**src/pps_pkg.sv**
```systemverilog
package pps_pkg;
    // Clock rate and millisecond tick
    localparam int CLK_HZ = 125000000;
    localparam int TICK_CYCLES = CLK_HZ / 1000;
    // Sink delays in milliseconds
    localparam int BLACK_MIN_MS = 1;       // 0.5 ms rounded up to whole ms ticks
    localparam int BLACK_MAX_MS = 200;
    localparam int HPD_MAX_MS = 200;
    localparam int HPD_DELAY_MS = 20;
    localparam int VALID_MAX_MS = 50;
    localparam int VALID_QUAL_MS = 10;
    localparam int LOSS_MAX_MS = 50;
    localparam int LOSS_QUAL_MS = 5;
    // Source delays in milliseconds
    localparam int IDLE_MIN_MS = 1;
    localparam int BL_ON_MIN_MS = 1;
    localparam int LED_STEP_MS = 1;
    localparam int PWR_OFF_MAX_MS = 500;
    localparam int PWR_OFF_MS = 10;
    // Link status field
    localparam logic [19:0] SINK_STATUS_ADDR = 20'h00205;
    localparam int SINK_STATUS_BIT = 0;
    localparam int NO_VIDEO_BIT = 3;
    // Source register offsets and control bits
    localparam logic [3:0] REG_CTRL = 4'h0;
    localparam logic [3:0] REG_STAT = 4'h4;
    localparam int CTRL_POWER = 0;
    localparam int CTRL_VIDEO = 1;
    localparam int CTRL_BL = 2;
endpackage : pps_pkg

```
**src/pps_link_if.sv**
```systemverilog
`timescale 1ns/10ps
// Link between source and sink sequencers
interface pps_link_if;
    logic panel_logic_supply;
    logic hpd;
    logic aux_req;
    logic aux_ack;
    logic train_done;
    logic video_valid;
    logic [7:0] vbid;
    logic sink_status;
    logic led_power;
    logic led_dim;
    logic led_enable;
    modport sink (input panel_logic_supply, aux_req, train_done, video_valid, vbid,
                  input led_power, led_dim, led_enable,
                  output hpd, aux_ack, sink_status);
    modport source (output panel_logic_supply, aux_req, train_done, video_valid, vbid,
                    output led_power, led_dim, led_enable,
                    input hpd, aux_ack, sink_status);
endinterface : pps_link_if

```
**src/pps_ms_timer.sv**
```systemverilog
`timescale 1ns/10ps
// Millisecond tick and a restartable ms counter
module pps_ms_timer #(
    parameter int TICK_CYCLES = pps_pkg::TICK_CYCLES
) (
    // Clock and reset
    input wire logic sys_clk,
    input wire logic reset_n,
    // Control
    input wire logic restart,
    // Status
    output logic [9:0] elapsed_ms
);
    logic [16:0] div;
    logic [16:0] next_div;
    logic [9:0] next_elapsed_ms;

    // Saturating counter so long waits never wrap
    always_comb begin
        next_div = div;
        next_elapsed_ms = elapsed_ms;
        if (restart) begin
            next_div = '0;
            next_elapsed_ms = '0;
        end else if (div == 17'(TICK_CYCLES - 1)) begin
            next_div = '0;
            if (elapsed_ms != 10'h3ff) begin
                next_elapsed_ms = elapsed_ms + 10'h001;
            end
        end else begin
            next_div = div + 17'h00001;
        end
    end

    always_ff @(posedge sys_clk) begin
        if (!reset_n) begin
            div <= '0;
            elapsed_ms <= '0;
        end else begin
            div <= next_div;
            elapsed_ms <= next_elapsed_ms;
        end
    end
endmodule : pps_ms_timer

```
**src/pps_source.sv**
```systemverilog
`timescale 1ns/10ps
// Video source sequencer with a small register port
module pps_source #(
    parameter int TICK_CYCLES = pps_pkg::TICK_CYCLES
) (
    // Clock and reset
    input wire logic sys_clk,
    input wire logic reset_n,
    // Link
    pps_link_if.source link,
    // Register port
    input wire logic [3:0] reg_addr,
    input wire logic [31:0] reg_wdata,
    input wire logic reg_wr,
    input wire logic reg_rd,
    output logic [31:0] reg_rdata
);
    typedef enum logic [3:0] {
        SRC_OFF = 4'b0000,
        SRC_HPD = 4'b0001,
        SRC_IDLE = 4'b0011,
        SRC_VIDEO = 4'b0010,
        SRC_LEDP = 4'b0110,
        SRC_DIM = 4'b0111,
        SRC_ON = 4'b0101,
        SRC_DOWN_EN = 4'b0100,
        SRC_DOWN_DIM = 4'b1100,
        SRC_DOWN_P = 4'b1101,
        SRC_END = 4'b1111
    } pps_src_state_e;

    pps_src_state_e state;
    pps_src_state_e next_state;
    logic [2:0] ctrl;
    logic [2:0] next_ctrl;
    logic [31:0] next_reg_rdata;
    logic [1:0] hpd_sync;
    logic [1:0] ack_sync;
    logic [1:0] sts_sync;
    logic restart;
    logic [9:0] ms;
    logic n_sup, n_req, n_train, n_val, n_lp, n_dim, n_en, n_nov;

    // Step timer shared by every wait
    pps_ms_timer #(.TICK_CYCLES(TICK_CYCLES)) u_timer (
        .sys_clk(sys_clk),
        .reset_n(reset_n),
        .restart(restart),
        .elapsed_ms(ms)
    );

    ////////////////////////////////////////////////////////////////////////////
    // Register port, read data one cycle after the strobe
    always_comb begin
        next_ctrl = ctrl;
        next_reg_rdata = '0;
        if (reg_wr && reg_addr == pps_pkg::REG_CTRL) begin
            next_ctrl = reg_wdata[2:0];
        end
        if (reg_rd && reg_addr == pps_pkg::REG_CTRL) begin
            next_reg_rdata = {29'h0, ctrl};
        end else if (reg_rd && reg_addr == pps_pkg::REG_STAT) begin
            next_reg_rdata = {23'h0, sts_sync[1], hpd_sync[1], link.led_enable,
                              link.video_valid, state, link.panel_logic_supply};
        end
    end

    always_ff @(posedge sys_clk) begin
        if (!reset_n) begin
            ctrl <= '0;
            reg_rdata <= '0;
            hpd_sync <= '0;
            ack_sync <= '0;
            sts_sync <= '0;
        end else begin
            ctrl <= next_ctrl;
            reg_rdata <= next_reg_rdata;
            hpd_sync <= {hpd_sync[0], link.hpd};
            ack_sync <= {ack_sync[0], link.aux_ack};
            sts_sync <= {sts_sync[0], link.sink_status};
        end
    end

    ////////////////////////////////////////////////////////////////////////////
    // Power, training, video and backlight ordering
    always_comb begin
        next_state = state;
        restart = 1'b0;
        n_sup = link.panel_logic_supply;
        n_req = 1'b0;
        n_train = link.train_done;
        n_val = link.video_valid;
        n_lp = link.led_power;
        n_dim = link.led_dim;
        n_en = link.led_enable;
        n_nov = link.vbid[pps_pkg::NO_VIDEO_BIT];
        unique case (state)
            SRC_OFF: begin
                restart = 1'b1;
                n_sup = 1'b0;
                n_train = 1'b0;
                n_nov = 1'b1;
                if (ctrl[pps_pkg::CTRL_POWER]) begin
                    n_sup = 1'b1;
                    next_state = SRC_HPD;
                end
            end
            SRC_HPD: begin
                // Poll repeatedly; unanswered polls are simply retried
                n_req = hpd_sync[1] && !ack_sync[1];
                if (hpd_sync[1] && ack_sync[1]) begin
                    n_train = 1'b1;
                    restart = 1'b1;
                    next_state = SRC_IDLE;
                end
            end
            SRC_IDLE: begin
                if (ms > 10'(pps_pkg::IDLE_MIN_MS) && ctrl[pps_pkg::CTRL_VIDEO]) begin
                    n_val = 1'b1;
                    n_nov = 1'b0;
                    restart = 1'b1;
                    next_state = SRC_VIDEO;
                end
            end
            SRC_VIDEO: begin
                if (ms > 10'(pps_pkg::BL_ON_MIN_MS) && ctrl[pps_pkg::CTRL_BL]) begin
                    n_lp = 1'b1;
                    restart = 1'b1;
                    next_state = SRC_LEDP;
                end
            end
            SRC_LEDP: begin
                if (ms > 10'(pps_pkg::LED_STEP_MS)) begin
                    n_dim = 1'b1;
                    restart = 1'b1;
                    next_state = SRC_DIM;
                end
            end
            SRC_DIM: begin
                if (ms > 10'(pps_pkg::LED_STEP_MS)) begin
                    n_en = 1'b1;
                    next_state = SRC_ON;
                end
            end
            SRC_ON: begin
                restart = 1'b1;
                if (!ctrl[pps_pkg::CTRL_BL] || !ctrl[pps_pkg::CTRL_VIDEO]
                    || !ctrl[pps_pkg::CTRL_POWER]) begin
                    n_en = 1'b0;
                    next_state = SRC_DOWN_EN;
                end
            end
            SRC_DOWN_EN: begin
                if (ms > 10'(pps_pkg::LED_STEP_MS)) begin
                    n_dim = 1'b0;
                    restart = 1'b1;
                    next_state = SRC_DOWN_DIM;
                end
            end
            SRC_DOWN_DIM: begin
                if (ms > 10'(pps_pkg::LED_STEP_MS)) begin
                    n_lp = 1'b0;
                    restart = 1'b1;
                    next_state = SRC_DOWN_P;
                end
            end
            SRC_DOWN_P: begin
                // Backlight fully off before the stream stops
                if (ms > 10'(pps_pkg::LED_STEP_MS)) begin
                    n_val = 1'b0;
                    n_nov = 1'b1;
                    restart = 1'b1;
                    next_state = SRC_END;
                end
            end
            SRC_END: begin
                if (ms >= 10'(pps_pkg::PWR_OFF_MS)) begin
                    n_sup = 1'b0;
                    n_train = 1'b0;
                    next_state = SRC_OFF;
                end
            end
            default: begin
                next_state = SRC_OFF;
            end
        endcase
    end

    always_ff @(posedge sys_clk) begin
        if (!reset_n) begin
            state <= SRC_OFF;
            link.panel_logic_supply <= 1'b0;
            link.aux_req <= 1'b0;
            link.train_done <= 1'b0;
            link.video_valid <= 1'b0;
            link.vbid <= 8'h08;
            link.led_power <= 1'b0;
            link.led_dim <= 1'b0;
            link.led_enable <= 1'b0;
        end else begin
            state <= next_state;
            link.panel_logic_supply <= n_sup;
            link.aux_req <= n_req;
            link.train_done <= n_train;
            link.video_valid <= n_val;
            link.vbid <= {4'h0, n_nov, 3'h0};
            link.led_power <= n_lp;
            link.led_dim <= n_dim;
            link.led_enable <= n_en;
        end
    end
endmodule : pps_source

```
**src/flat_wrapper.sv**
```systemverilog
// flat-port wrapper written by rule: the top's interface ports become plain ports
module pps_source_flat 
#(
    parameter int TICK_CYCLES = pps_pkg::TICK_CYCLES
)
  (sys_clk, reset_n, reg_addr, reg_wdata, reg_wr, reg_rd, reg_rdata, link_panel_logic_supply, link_aux_req, link_train_done, link_video_valid, link_vbid, link_led_power, link_led_dim, link_led_enable, link_hpd, link_aux_ack, link_sink_status);
  pps_link_if link_i ();
  input wire logic sys_clk;
  input wire logic reset_n;
  input wire logic [3:0] reg_addr;
  input wire logic [31:0] reg_wdata;
  input wire logic reg_wr;
  input wire logic reg_rd;
  output logic [31:0] reg_rdata;
  output wire logic [$bits(link_i.panel_logic_supply)-1:0] link_panel_logic_supply;
  output wire logic [$bits(link_i.aux_req)-1:0] link_aux_req;
  output wire logic [$bits(link_i.train_done)-1:0] link_train_done;
  output wire logic [$bits(link_i.video_valid)-1:0] link_video_valid;
  output wire logic [$bits(link_i.vbid)-1:0] link_vbid;
  output wire logic [$bits(link_i.led_power)-1:0] link_led_power;
  output wire logic [$bits(link_i.led_dim)-1:0] link_led_dim;
  output wire logic [$bits(link_i.led_enable)-1:0] link_led_enable;
  input wire logic [$bits(link_i.hpd)-1:0] link_hpd;
  input wire logic [$bits(link_i.aux_ack)-1:0] link_aux_ack;
  input wire logic [$bits(link_i.sink_status)-1:0] link_sink_status;
  assign link_panel_logic_supply = link_i.panel_logic_supply;
  assign link_aux_req = link_i.aux_req;
  assign link_train_done = link_i.train_done;
  assign link_video_valid = link_i.video_valid;
  assign link_vbid = link_i.vbid;
  assign link_led_power = link_i.led_power;
  assign link_led_dim = link_i.led_dim;
  assign link_led_enable = link_i.led_enable;
  assign link_i.hpd = link_hpd;
  assign link_i.aux_ack = link_aux_ack;
  assign link_i.sink_status = link_sink_status;
  pps_source #(.TICK_CYCLES(TICK_CYCLES)) u_core (.sys_clk(sys_clk), .reset_n(reset_n), .link(link_i), .reg_addr(reg_addr), .reg_wdata(reg_wdata), .reg_wr(reg_wr), .reg_rd(reg_rd), .reg_rdata(reg_rdata));
endmodule
```
**config.mk**
```make
export PLATFORM = sky130hd
export DESIGN_NAME = pps_source_flat
export DESIGN_NICKNAME = d
export VERILOG_FILES = /design/src/pps_pkg.sv /design/src/pps_link_if.sv /design/src/pps_ms_timer.sv /design/src/pps_source.sv /design/src/flat_wrapper.sv
export SDC_FILE = /design/constraint.sdc
export NUM_CORES = 1
export LEC_CHECK = 0
export BUFFER_PORTS_ARGS = -buffer_cell sky130_fd_sc_hd__buf_2
export CELL_PAD_IN_SITES_DETAIL_PLACEMENT = 0
export CELL_PAD_IN_SITES_GLOBAL_PLACEMENT = 1
export CORE_UTILIZATION = 34
export DETAILED_ROUTE_END_ITERATION = 12
export GPL_ROUTABILITY_DRIVEN = 1
export PLACE_DENSITY_LB_ADDON = 0.12
export SLEW_MARGIN = 5
export SYNTH_ARGS = -nofsm -noshare
export SYNTH_HDL_FRONTEND = slang
export SYNTH_SLANG_ARGS = --single-unit
```
**constraint.sdc**
```tcl
create_clock -name sys_clk -period 1.9 [get_ports sys_clk]
set_input_delay 0.19 -clock sys_clk [delete_from_list [all_inputs] [get_ports sys_clk]]
set_output_delay 0.19 -clock sys_clk [all_outputs]
set_load 0.005 [all_outputs]
```
==> Yosys cells after proc, flatten, opt, wreduce, memory -nomap -nowiden <==
Index checks and enable logic that the tools add are counted.
{ "op_classes": {"bitwise_logic": 2, "mux": 35, "eq_ne": 24, "n_reduce_logical": 38, "add_sub_neg": 2, "n_lt_le_gt_ge": 2} }
{ "ops": {"columns": ["op", "count"], "rows": [
  ["4-bit 2-to-1 mux", 11],
  ["4-bit case mux with 11 select lines", 1],
  ["2-bit by 1-bit inequality test with 1-bit output (second input constant)", 11],
  ["4-bit by 3-bit equality test with 1-bit output (second input constant)", 5],
  ["3-bit AND reduction", 6],
  ["17-bit by 1-bit adder with 17-bit output (second input constant)", 1],
  ["17-bit equality test (second input constant)", 1],
  ["1-bit 2-to-1 mux", 13],
  ["4-bit equality test (second input constant)", 3],
  ["11-bit AND reduction", 1],
  ["10-bit by 1-bit adder with 10-bit output (second input constant)", 1],
  ["10-bit by 4-bit greater-or-equal comparator with 1-bit output (second input constant)", 1],
  ["10-bit by 1-bit > comparator with 1-bit output (second input constant)", 1],
  ["10-bit inequality test (second input constant)", 1],
  ["1-bit case mux with 2 select lines", 5],
  ["2-bit nonzero test", 5],
  ["4-bit by 2-bit equality test with 1-bit output (second input constant)", 2],
  ["4-bit zero test", 2],
  ["1-bit logical AND", 7],
  ["3-bit 2-to-1 mux", 2],
  ["1-bit case mux with 3 select lines", 2],
  ["2-bit AND reduction", 3],
  ["3-bit nonzero test", 2],
  ["2-bit OR reduction", 3],
  ["7 further kinds", 13]
]} }
{ "totals": {"reg_bits": 87, "elab_cells": 122, "input_bits": 43, "out_inout_bits": 47} }

==> Depth between registers and ports, before layout <==
{ "depth": {"word_depth": 5, "depth_mapped": 7, "mapped_depth_nobuf": 6} }

==> Cells and area by module <==
Synthesis repeated with hierarchy kept, for this count alone.
{ "hier_totals": {"hier_cells": 328, "area_unflattened_um2": 2955.3} }
{ "by_module_without_submodules": {"columns": ["module", "instances", "area_per_inst_um2", "cells_each"], "rows": [
  ["pps_source", 1, 1636.6, 183],
  ["pps_ms_timer", 1, 1318.8, 145]
]} }

==> Least setup slack after synthesis <==
No wires, ideal clock.
{ "synth_path": {"kind": "register to register", "from": "reg u_core.u_timer.elapsed_ms[0]", "to": "reg u_core.state[0]", "arrival_time_ns": 1.897, "stages_incl_launch_ff": 8, "setup_slack_ns": -0.118, "setup_ns": 0.122, "t_required_ns": 1.778, "cell_sequence": "dfxtp_1 > inv_1 > ha_1 > o2111a_1 > buf_2 > a21boi_2 > or3_4 > o311a_1"} }
{ "synth_between": {"elab_chain_len": 4} }
{ "synth_lines": {"columns": ["element", "line", "source"], "rows": [
  ["start: declaration", "pps_ms_timer.sv:12", "output logic [9:0] elapsed_ms"],
  ["start signal: assignment", "pps_ms_timer.sv:41", "elapsed_ms <= next_elapsed_ms;"],
  ["10-bit by 1-bit > comparator with 1-bit output", null, null],
  ["1-bit logical AND, on equally long branches", "pps_source.sv:126, pps_source.sv:118", null],
  ["2-bit by 1-bit inequality test with 1-bit output (no line)", null, null],
  ["11-bit AND reduction (no line) (*)", null, null],
  ["end signal: assignment", "pps_source.sv:201", "state <= next_state;"],
  ["end: declaration", "pps_source.sv:32", "pps_src_state_e state;"]
]} }
Mark *: on every way between the ends. The rest lies on a longest branch, timed or not.
A chain may end at the register's enable or synchronous reset.

==> Worst setup path after layout <==
{ "layout_path": {"from": "reg u_core.state[1]", "to": "reg u_core.state[2]"} }
{ "layout_between": {"elab_chain_len": 3} }
{ "layout_lines": {"columns": ["element", "line", "source"], "rows": [
  ["4-bit equality test (tied with other cells)", "pps_source.sv:97", "unique case (state)"],
  ["2-bit by 1-bit inequality test with 1-bit output (no line)", null, null],
  ["11-bit AND reduction (no line)", null, null]
]} }
Parallel ways exist; a longest one is shown, timed or not.

==> flow_summary.toml <==
[yosys]
yosys_warnings = 0
yosys_register_bits = 57
synth-simple-area-share = 0.264
asyncSetResetFlopFracSynth = 0
netlist_area_um2 = 2870
synth-compound-area-share = 0.103
post_synth_inst_count = 332
synth_top_flop_cell = "dfxtp_1"
adder_cell_share_of_the_synthesized_area = 0.0218
portion_of_the_post_synthesis_area_used_by_sequential_elements = 0.398
synth.mux.area_fraction = 0.0279
main_combinational_cell_family_by_area_after_synthesis = "simple AND/OR/NAND/NOR gates"
synthesis.area_per_instance_um2 = 8.64
synth_cell_types = 54
synth-edff-count = 0
synth_xor_area_frac = 0.0702

[floorplanning]
die_w_um = 93.8
floorplan.die_area_um2 = 8810
floorplan.initialDensity = 0.351
io_count = 90
rows = 33
design.core.area_um2 = 8180
die-height_um = 93.8

[sta]
rsz0062_at_grt = "yes"
final.setup_skew_ns = 0.00632
timing.slew.headroom = 0.666
slew_worst_pin_ns = 0.497
final.period_utilization = 0.966
max_slew_violation_count = 0
max_freq_mhz = 545
timing.final.setup_violations = 0
postLayoutSetupSlackWorst_ns = 0.0637
min_period_ns = 1.84
number_of_hold_slack_violations_in_the_final_timing_report = 0

[setup_path]
critical_path_arrival_ns = 2.10
worst-setup-path-type = "reg -> reg"
worstPathMaxFanout = 5
crit_required_ns = 2.17
critPathLaunchType = "flip-flop"
worstSetupEndpointType = "flip-flop"

[placed_design]
routabilityCongestion = 0.761
dp_hpwl_mm = 4.68
pre_cts_ws_ns = -0.0316
placed_cell_area_um2 = 3370
port-buffer-count = 30

[clock_network]
cts-root-to-sink-buffers = 2
htree_levels = 3
tritoncts = "yes"
clock-sinks = 57
tritoncts.num_buffers = 9
clock_insertion_delay_at_the_later_pin_of_the_skew_report_ns = 0.33
cts.root.buffer_cell = "clkbuf_8"
worst_setup_hold_path_clk_slew_ns = 0.06

[global_routing]
largest_net_degree_at_the_start_of_global_routing = 18
globalRouteOverflowTotal = 0
number_of_antenna_violations_at_the_first_check_in_global_routing = 0
via_count_of_the_first_global_routing_pass = 2242
globalRouteTotalUtil = 0.158
grt_first_pass_wirelength_mm = 10.7

[finish]
design.final.nets = 460
antenna-diode-count = 0
layout.filler_cells = 837
post-route-util = 0.457
multi_input_area_um2 = 1630
stdcell_area_um2 = 3740
layout-drive-gt1-share = 0.297
flow.area_growth_from_synthesis_pct = 30.3
register_area_um2 = 1160

[drt]
detail_route.iter0.violations = 110
drc_errors_left = 0
ant_nets = 0
finalWirelength_mm = 6.59
routed_via_density = 4.59
drt-pass1-iter-count = 4
detailroute.via_count = 2398
wire_per_inst_um = 12.6

[pwr]
cellPowerDensity_nw_per_um2 = 932
power_report.internal_total_w = 0.00240
vdd_drop_max_v = 0.000435
sequentialPowerShare = 0.374
power_switching_share = 0.313
power_frac_comb = 0.293
power_spent_charging_and_discharging_nets_w = 0.00109
share_clk_of_total_power = 0.332
power_leakage_nw = 1.51

[flow_run]
maxCapViolations = 0

[worst_hold_path]
class_of_the_tightest_hold_or_removal_check = "in -> reg"

[status]
status = "completed"
## cell type report
cell class                 count  area share
multi-input combinational    253       0.436
sequential                    57       0.310
timing repair buffer          84       0.156
clock buffer                  11      0.0405
tap                          105      0.0352
clock inverter                 5      0.0144
inverter                       7     0.00837
## final timing paths
kind	start	end	slack (ns)	depth (start not counted)
min	link_hpd	u_core.hpd_sync[0]$_SDFF_PN0_	0.07	2
max reg2reg	u_core.state[1]$_SDFFE_PN0P_	u_core.state[2]$_SDFFE_PN0P_	0.06	8
max	u_core.state[1]$_SDFFE_PN0P_	u_core.state[2]$_SDFFE_PN0P_	0.06	8
min reg2reg	u_core.sts_sync[1]$_SDFF_PN0_	u_core.reg_rdata[8]$_SDFF_PP0_	0.43	1
## critical path, stage by stage, from the launching register on
cell and delay (ns):
dfxtp_4 0.36, buf_6 0.12, nor3b_1 0.13, o221a_1 0.21, o211a_1 0.24, buf_4 0.13, buf_4 0.14, nor4_4 0.24
o221a_1 0.20
## through the flow
step / std cells / TNS, ns / total power, W / hold slack [ns]
floorplan: 361 / -0.0120 / 0.00185 / 0.312
global placement: 498 / -0.00711 / 0.00219 / 0.400
detailed placement: 498 / -0.0316 / 0.00218 / 0.402
CTS: 518 / 0 / 0.00339 / 0.0497
global route: 522 / -0.0908 / 0.00370 / 0.0517
finish: 522 / 0 / 0.00348 / 0.0669
## layer usage
metal | vias up | part of all wire | track usage
met3 | 9 | 0.038 | 0.0558
met4 | 0 | 0.015 | 0.0538
met1 | 1088 | 0.48 | 0.195
met5 | - | 0 | 0
li1 | 1251 | - | -
met2 | 50 | 0.47 | 0.252
## Yosys cell counts, types with 8 or more instances
library cell	n	area [um2]
mux2i_1	8	80.1
nor3_1	9	45.0
nand3_1	15	75.1
buf_4	30	225
xnor2_1	16	140
dfxtp_1	57	1140
and2_1	14	87.6
a21oi_1	8	40.0
nor4_1	8	50.1
nand2_1	20	75.1
nor2_1	50	188
## registers in the layout, indices dropped and copies added, names as in the netlist, 2 cells and up
register,count
u_core.u_timer.div,17
u_core.reg_rdata,9
u_core.hpd_sync,2
u_core.u_timer.elapsed_ms,10
u_core.ack_sync,2
u_core.ctrl,3
u_core.state,4
u_core.sts_sync,2
## what timing repair did
| action | in CTS | in global routing |
|---|---|---|
| cloned | 0 | 0 |
| gates resized for setup | 5 | 15 |
| hold buffers | 0 | 0 |
| endpoints found under the setup margin | 1 | 11 |
| pin swaps | 4 | 4 |
| setup buffers | 4 | 4 |
## power groups by stage
stage                     logic, W  registers (W)  clock network [W]
final                      0.00102        0.00130            0.00116
after CTS                 0.000878        0.00131            0.00121
after global routing       0.00112        0.00131            0.00127
after floorplan           0.000559        0.00129                  0
after global placement    0.000865        0.00132                  0
after detailed placement  0.000857        0.00133                  0
## cell usage in the layout, fill, tap and decap left out, drive strengths merged, types with 5 or more instances in the layout
cell type   n
xnor2      16
o21ai       8
mux2i       8
inv         7
and2       14
nor3        9
nor4        8
buf        83
nand2      20
conb       30
dfxtp      57
nor2       50
nand4       7
clkbuf     12
xor2        7
nand3      15
a21oi       8
ha          5
## kinds of logic (layout without fill, tap and decap cells)
kind of cell | after synthesis | in the layout
other | 1 | 30
adders and majority gates | 5 | 5
AOI/OAI and AO/OA | 40 | 40
DFF | 57 | 57
xor gates and xnor gates | 23 | 23
and+or+nand+nor | 147 | 147
buffers and inverters | 51 | 107
muxes | 8 | 8
No activity file was read; power rests on OpenSTA's default activity.
